--- config.mk ---
export PLATFORM = sky130hd
export DESIGN_NAME = psar_regs
export DESIGN_NICKNAME = d
export VERILOG_FILES = /design/src/hdl/psar_pkg.sv /design/src/hdl/psar_regs.sv
export SDC_FILE = /design/constraint.sdc
export NUM_CORES = 1
export LEC_CHECK = 0
export BUFFER_PORTS_ARGS = -buffer_cell sky130_fd_sc_hd__buf_4
export CAP_MARGIN = 20
export CORE_MARGIN = 4
export CORE_UTILIZATION = 35
export DETAILED_ROUTE_END_ITERATION = 6
export GPL_ROUTABILITY_DRIVEN = 0
export HOLD_SLACK_MARGIN = 0.1
export PLACE_DENSITY = 0.62
export SLEW_MARGIN = 20
export SYNTH_ARGS = -nofsm -noshare
export SYNTH_HDL_FRONTEND = slang
export SYNTH_SLANG_ARGS = --single-unit
--- constraint.sdc ---
create_clock -name clk_i -period 2.5 [get_ports clk_i]
set_input_delay 0.5 -clock clk_i [delete_from_list [all_inputs] [get_ports clk_i]]
set_output_delay 0.5 -clock clk_i [all_outputs]
set_load 0.02 [all_outputs]
--- src/hdl/psar_pkg.sv ---
// package: offsets, field layouts, reset values and state types
`default_nettype none
package psar_pkg;

  // ************************************************
  // bus and index decode
  // ************************************************
  localparam int unsigned WB_ADR_W = 8;
  localparam int unsigned WB_DAT_W = 32;
  localparam int unsigned REG_W = 16;
  localparam int unsigned IDX_W = 5;
  localparam int unsigned IDX_LSB = 2;
  localparam logic [IDX_W-1:0] IDX_LINK_STATUS = 5'h01;
  localparam logic [IDX_W-1:0] IDX_IDENT_HIGH = 5'h02;
  localparam logic [IDX_W-1:0] IDX_IDENT_LOW = 5'h03;
  localparam logic [IDX_W-1:0] IDX_LOCAL_ADVERT = 5'h04;
  localparam logic [IDX_W-1:0] IDX_PARTNER_ABILITY = 5'h05;
  localparam logic [IDX_W-1:0] IDX_PAGE_SELECT = 5'h1f;
  localparam int unsigned PAGE_W = 8;
  localparam logic [PAGE_W-1:0] PAGE_LAST_SHARED = 8'h02;

  // ************************************************
  // link status fields
  // ************************************************
  localparam logic [REG_W-1:0] STATUS_FIXED = 16'h7909;
  localparam int unsigned ST_AN_DONE = 5;
  localparam int unsigned ST_RFAULT = 4;
  localparam int unsigned ST_LINK = 2;
  localparam int unsigned ST_JABBER = 1;

  // ************************************************
  // identifier, advertisement and partner fields
  // ************************************************
  localparam int unsigned OUI_LOW_W = 6;
  localparam int unsigned MODEL_W = 6;
  localparam int unsigned REV_W = 4;
  localparam logic [REG_W-1:0] ADVERT_RESET = 16'h01e1;
  localparam logic [REG_W-1:0] ADVERT_WMASK = 16'hadff;
  localparam logic [REG_W-1:0] IDENT_LOW_WMASK = 16'h03ff;
  localparam logic [REG_W-1:0] PARTNER_KEEP = 16'hafff;
  localparam logic [REG_W-1:0] PARTNER_WMASK = 16'h0800;
  localparam int unsigned LP_ACK = 14;
  localparam logic [REG_W-1:0] ZERO16 = 16'h0000;

  // ************************************************
  // carriers and state
  // ************************************************
  typedef struct packed {
    logic an_complete;
    logic remote_fault;
    logic link_up;
    logic jabber;
  } psar_link_t;

  typedef struct packed {
    logic ack;
    logic [WB_DAT_W-1:0] dat;
    logic [PAGE_W-1:0] page;
    psar_link_t link;
    logic link_lat;
    logic [MODEL_W-1:0] model;
    logic [REV_W-1:0] rev;
    logic [REG_W-1:0] advert;
    logic [REG_W-1:0] partner;
  } psar_state_t;

endpackage : psar_pkg
`default_nettype wire

--- src/hdl/psar_regs.sv ---
// PHY status, identifier and auto-negotiation register bank
//
// Operation
// - sixteen-bit registers, identical on pages 0-2
// - fixed ability bits in status 15:9
// - status bits 8 and 0 read one
// - status bit 5 shows negotiation done
// - status bit 4 shows remote fault
// - status bit 3 reads one on pages 0-2; the whole register reads zero on higher pages
// - link bit latches low until read
// - status bit 1 shows jabber
// - identifier high holds OUI bits 3-18
// - identifier low 15:10 holds OUI 19-24
// - model number is read-write
// - revision is read-write, reset per silicon
// - next-page bit writable; 14,12,9 reserved
// - local remote-fault bit writable, resets zero
// - pause bits writable, reset zero
// - speed ability bits writable, reset one
// - selector field resets to 802.3 code
// - partner speed bits captured, reset zero
// - partner acknowledge set on every capture; next page, fault captured
// - partner pause bits; bit 11 writable
// - partner T4 bit captured
// - partner selector resets to zero
// - page select register chooses active page
`default_nettype none
module psar_regs
  import psar_pkg::*;
#(
  // arbitrary identification values
  parameter logic [REG_W-1:0] OUI_HIGH = 16'h1234,
  parameter logic [OUI_LOW_W-1:0] OUI_LOW = 6'h2a,
  parameter logic [MODEL_W-1:0] MODEL_RESET = 6'h15,
  parameter logic [REV_W-1:0] REV_RESET = 4'h3
) (
  input wire logic clk_i,
  input wire logic rst_i,
  input wire logic wb_cyc_i,
  input wire logic wb_stb_i,
  input wire logic wb_we_i,
  input wire logic [WB_ADR_W-1:0] wb_adr_i,
  input wire logic [3:0] wb_sel_i,
  input wire logic [WB_DAT_W-1:0] wb_dat_i,
  output logic [WB_DAT_W-1:0] wb_dat_o,
  output logic wb_ack_o,
  input wire psar_link_t link_i,
  input wire logic lp_page_valid_i,
  input wire logic [REG_W-1:0] lp_page_i,
  output logic [REG_W-1:0] advert_o,
  output logic [PAGE_W-1:0] page_o
);

  // ************************************************
  // helpers
  // ************************************************
  function automatic logic [REG_W-1:0] merge_write(
    input logic [REG_W-1:0] old,
    input logic [REG_W-1:0] wdat,
    input logic [1:0] sel,
    input logic [REG_W-1:0] wmask
  );
    logic [REG_W-1:0] lane;
    lane = {{8{sel[1]}}, {8{sel[0]}}} & wmask;
    merge_write = (old & ~lane) | (wdat & lane);
  endfunction : merge_write

  function automatic logic [REG_W-1:0] status_word(
    input psar_link_t lk,
    input logic lat
  );
    logic [REG_W-1:0] w;
    w = STATUS_FIXED;
    w[ST_AN_DONE] = lk.an_complete;
    w[ST_RFAULT] = lk.remote_fault;
    w[ST_LINK] = lat;
    w[ST_JABBER] = lk.jabber;
    status_word = w;
  endfunction : status_word

  // ************************************************
  // state
  // ************************************************
  psar_state_t s_q;
  psar_state_t s_d;

  logic req;
  logic take;
  logic wr;
  logic shared_ok;
  logic [IDX_W-1:0] idx;
  logic [REG_W-1:0] wdat;
  logic [REG_W-1:0] rdat;

  assign req = wb_cyc_i & wb_stb_i;
  assign take = req & ~s_q.ack;
  assign wr = take & wb_we_i;
  assign idx = wb_adr_i[IDX_LSB +: IDX_W];
  assign wdat = wb_dat_i[REG_W-1:0];
  // pages beyond the shared set hide this group
  assign shared_ok = (s_q.page <= PAGE_LAST_SHARED);

  // ************************************************
  // read mux
  // ************************************************
  always_comb begin
    rdat = ZERO16;
    if (wb_adr_i[WB_ADR_W-1] == 1'b0) begin
      if (idx == IDX_PAGE_SELECT) begin
        rdat = {{(REG_W-PAGE_W){1'b0}}, s_q.page};
      end else if (shared_ok) begin
        unique case (idx)
          IDX_LINK_STATUS: begin
            rdat = status_word(s_q.link, s_q.link_lat);
          end
          IDX_IDENT_HIGH: begin
            rdat = OUI_HIGH;
          end
          IDX_IDENT_LOW: begin
            rdat = {OUI_LOW, s_q.model, s_q.rev};
          end
          IDX_LOCAL_ADVERT: begin
            rdat = s_q.advert;
          end
          IDX_PARTNER_ABILITY: begin
            rdat = s_q.partner;
          end
          default: begin
            rdat = ZERO16;
          end
        endcase
      end
    end
  end

  // ************************************************
  // next state
  // ************************************************
  logic hit;
  logic rd_status;
  assign hit = (wb_adr_i[WB_ADR_W-1] == 1'b0) & shared_ok;
  assign rd_status = take & ~wb_we_i & hit & (idx == IDX_LINK_STATUS);

  always_comb begin
    s_d = s_q;
    s_d.ack = take;
    s_d.dat = take ? {{(WB_DAT_W-REG_W){1'b0}}, rdat} : s_q.dat;
    s_d.link = link_i;
    // a drop in the reading cycle still lands: reload takes live level
    if (rd_status) begin
      s_d.link_lat = link_i.link_up;
    end else begin
      s_d.link_lat = s_q.link_lat & link_i.link_up;
    end
    if (lp_page_valid_i) begin
      s_d.partner = lp_page_i & PARTNER_KEEP;
      s_d.partner[LP_ACK] = 1'b1;
    end
    if (wr && (wb_adr_i[WB_ADR_W-1] == 1'b0)) begin
      if (idx == IDX_PAGE_SELECT) begin
        if (wb_sel_i[0]) begin
          s_d.page = wb_dat_i[PAGE_W-1:0];
        end
      end else if (shared_ok) begin
        unique case (idx)
          IDX_IDENT_LOW: begin
            // only model and revision take writes
            {s_d.model, s_d.rev} = (MODEL_W+REV_W)'(merge_write(
              {OUI_LOW, s_q.model, s_q.rev}, wdat, wb_sel_i[1:0],
              IDENT_LOW_WMASK));
          end
          IDX_LOCAL_ADVERT: begin
            s_d.advert = merge_write(s_q.advert, wdat, wb_sel_i[1:0],
              ADVERT_WMASK);
          end
          IDX_PARTNER_ABILITY: begin
            if (!lp_page_valid_i) begin
              s_d.partner = merge_write(s_q.partner, wdat, wb_sel_i[1:0],
                PARTNER_WMASK);
            end
          end
          default: begin
          end
        endcase
      end
    end
  end

  always_ff @(posedge clk_i) begin
    if (rst_i) begin
      s_q.ack <= 1'b0;
      s_q.dat <= '0;
      s_q.page <= '0;
      s_q.link <= '0;
      s_q.link_lat <= 1'b0;
      s_q.model <= MODEL_RESET;
      s_q.rev <= REV_RESET;
      s_q.advert <= ADVERT_RESET;
      s_q.partner <= ZERO16;
    end else begin
      s_q <= s_d;
    end
  end

  assign wb_dat_o = s_q.dat;
  assign wb_ack_o = s_q.ack;
  assign advert_o = s_q.advert;
  assign page_o = s_q.page;
endmodule : psar_regs
`default_nettype wire

==> summary.txt <==
Pwr
  – Leak Pwr: 1.77 nW
  – Worst vdd ir: around 0.27 mV
  – Total power density per cell area: about 520 mW/mm²

Critical path
  – CP Class: register to register
  – CP startpoint kind: register
  – Cell Chain, Critical Path: nor4_2 > nand4b_1 > nor4_4 > mux2i_1
  – Worst r2r path cells: 4
  – Worst path slowest cell: nor4_4
  – CP endpoint kind: register
  – Crit Path Max Fanout: 5
  – Critical path required time: 2.77 ns
  – CP peak stage delay: slightly above 0.5 ns
  – WP data arrival: roughly 2.1 ns

Synth
  – Synthesis Warnings: 0
  – Post-synth ARST share: 0%
  – Post-synthesis sequential area ratio: between 30% and 40%
  – Yosys cell types: 49
  – Mapped cell area: 0.00358 mm²
  – Most used DFF post-synth: dfxtp_1
  – Area share of the largest cell type after synthesis: between 30% and 40%
  – #FFs+latches synth: between 60 and 70
  – Post-Syn Instances: just under 400
  – Area leader, netlist: dfxtp_1
  – Most numerous cell in the Yosys netlist: dfxtp_1
  – Top cells by area, synth: dfxtp_1 38%, mux2i_1 13%, buf_4 12%
  – EDFF count, synth: 0
  – Avg Cell Area, Syn: between 9 and 10 µm²
  – Most instantiated cells after synthesis: 68 x dfxtp_1, 58 x buf_4, 47 x mux2i_1

Drt
  – DR vias/cell: 4.80
  – Post-route DRC: 0
  – Initial drt markers: between 100 and 150
  – Routed wire per std cell: about 16 µm
  – Drt pass-1 iters: 4
  – Detailed-route via count: around 2700
  – Number of nets with antenna violations after routing: 0
  – Routed wire length: ~8900 µm

Placement
  – IO Port Bufs: between 80 and 90
  – DP Worst Slack: about 0.53 ns
  – Area after DPL: roughly 0.0040 mm²
  – DP Wirelength: 6780 µm

Finish
  – Layout Area Growth over Synthesis: 16.3%
  – N_diodes: 0
  – Fillers: approximately 1000
  – Final Instance Area: 0.00416 mm²
  – Share of layout cells above drive strength 1: 28.6%
  – Final net count: approximately 500

Global routing
  – Global-route wire length before repair: ~14000 µm
  – Gr usage total: between 10% and 20%
  – Largest net degree at the start of global routing: 35
  – Number of antenna violations at the first check in global routing: 0
  – Total gr overflow: 0
  – Vias in the first global route: roughly 2700

Timing
  – Slew @ Worst Pin: between 0.5 and 0.6 ns
  – WHS: 0.366 ns
  – Max-slew violations: 0
  – Setup TNS: 0 ns
  – Final min period: ~1.9 ns
  – Final Hold Fails: 0
  – Final WS setup: about 0.64 ns
  – Tcrit/Tclk final: between 70 and 80%
  – Max_slew headroom: 61.7%
  – RSZ-0062 raised after global routing: false
  – Final Skew: approximately 0.0087 ns
  – Fmax: approximately 540 MHz
  – # setup viols final: 0

Clock network
  – Clock Pin Slew Worst Setup and Hold Paths: roughly 0.070 ns
  – Post-CTS Repair Setup Buffers: 0
  – Hold_buf cts: 0
  – CTS tree: built
  – Post-CTS Resized: 0
  – Htree depth: 3
  – Clk buf depth: 2
  – Sink Count: between 60 and 70
  – Clock Latency Late Sink: 0.35 ns
  – CTS Buf Count: 9
  – CTS Root Cell: clkbuf_8

Status
  – Outcome: completed

Floorplan
  – Core ar.: just under 0.01 mm²
  – Initial Util: 36.3%
  – Die ar.: about 0.012 mm²
  – DIE HEIGHT: 109 µm
  – Row count: 36
  – Top Ports: between 100 and 150
  – Die width: ~110 µm

Worst hold path
  – Worst Hold Class: input port to register
  – Worst hold path cell count: 2

Job
  – Total of max-cap violations: 0
-- worst max-delay path, delay by kind of cell (launching register included) --
kind             cells  cell delay, ns
AND/OR/NAND/NOR      3            1.21
multiplexers         1            0.24
flip-flops           1            0.35
-- through the flow --
stage	cells	power, mW	utilization (%)
global placement	554	1.39	40.4
floorplan	405	1.31	-
global route	570	2.25	42.1
finish	570	2.16	42.1
detailed placement	554	1.39	40.4
CTS	570	2.18	42.1
-- logic make-up after synthesis --
group           share of synthesized area (%)
compound gates                           11.4
buf+inv                                  14.9
flops                                    38.1
mux                                      14.1
other cells                             0.105
simple gates                             21.4
-- cell usage in the layout (no fill, tap or decap), types with 2 or more instances in the layout --
| master | instances |
|---|---|
| o21ai_0 | 11 |
| nand3b_4 | 2 |
| o22a_1 | 2 |
| and2_1 | 8 |
| nand2_1 | 12 |
| nor3_1 | 4 |
| a22o_1 | 5 |
| mux2_2 | 3 |
| a31oi_1 | 10 |
| or3_1 | 2 |
| a222oi_1 | 2 |
| a21oi_1 | 10 |
| nor2b_1 | 7 |
| nand2b_1 | 24 |
| nor4_4 | 3 |
| o31ai_1 | 2 |
| a2bb2oi_1 | 2 |
| o22ai_1 | 8 |
| conb_1 | 19 |
| nor3b_1 | 3 |
| clkinv_2 | 4 |
| clkbuf_8 | 10 |
| nand3_1 | 4 |
| mux2i_1 | 47 |
| dfxtp_1 | 68 |
| nor2_1 | 43 |
| buf_4 | 93 |
| and3_1 | 2 |
| a21o_1 | 3 |
| inv_1 | 4 |
| a221oi_1 | 2 |
-- path summary, 6_finish.rpt --
| kind | from | end | slack [ns] |
|---|---|---|---|
| setup reg to reg | page_o[2]$_SDFFE_PP0P_ | register | 0.64 |
| hold / removal | link_i[2] | s_q[45]$_SDFF_PP0_ | 0.37 |
| hold reg to reg | wb_dat_o[8]$_SDFFE_PP0N_ | wb_dat_o[8]$_SDFFE_PP0N_ | 0.46 |
| setup / recovery | page_o[2]$_SDFFE_PP0P_ | register | 0.64 |
-- report_power, final --
group          total (mW)  leakage, nW  switching [mW]  internal (mW)
sequential           1.11        0.552          0.0104           1.10
clock               0.787       0.0889           0.407          0.380
combinational       0.256         1.13           0.146          0.110
total                2.16         1.77           0.564           1.59
-- metal layers --
metal	global-route usage, %	share of wire (%)
met1	20.1	43
met2	25.6	49
met3	4.85	7.2
met4	2.98	0.73
met5	0	0
-- layout make-up --
type                            count  area [µm²]  share of cell area, %
Multi-Input combinational cell    256        1750                   42.0
Sequential cell                    68        1360                   32.7
Timing Repair Buffer               93         698                   16.8
Tap cell                          133         166                   4.00
Clock buffer                       11         141                   3.40
Clock inverter                      5        27.5                  0.662
Inverter                            4        15.0                  0.361
No activity file was read; power rests on OpenSTA's default activity.
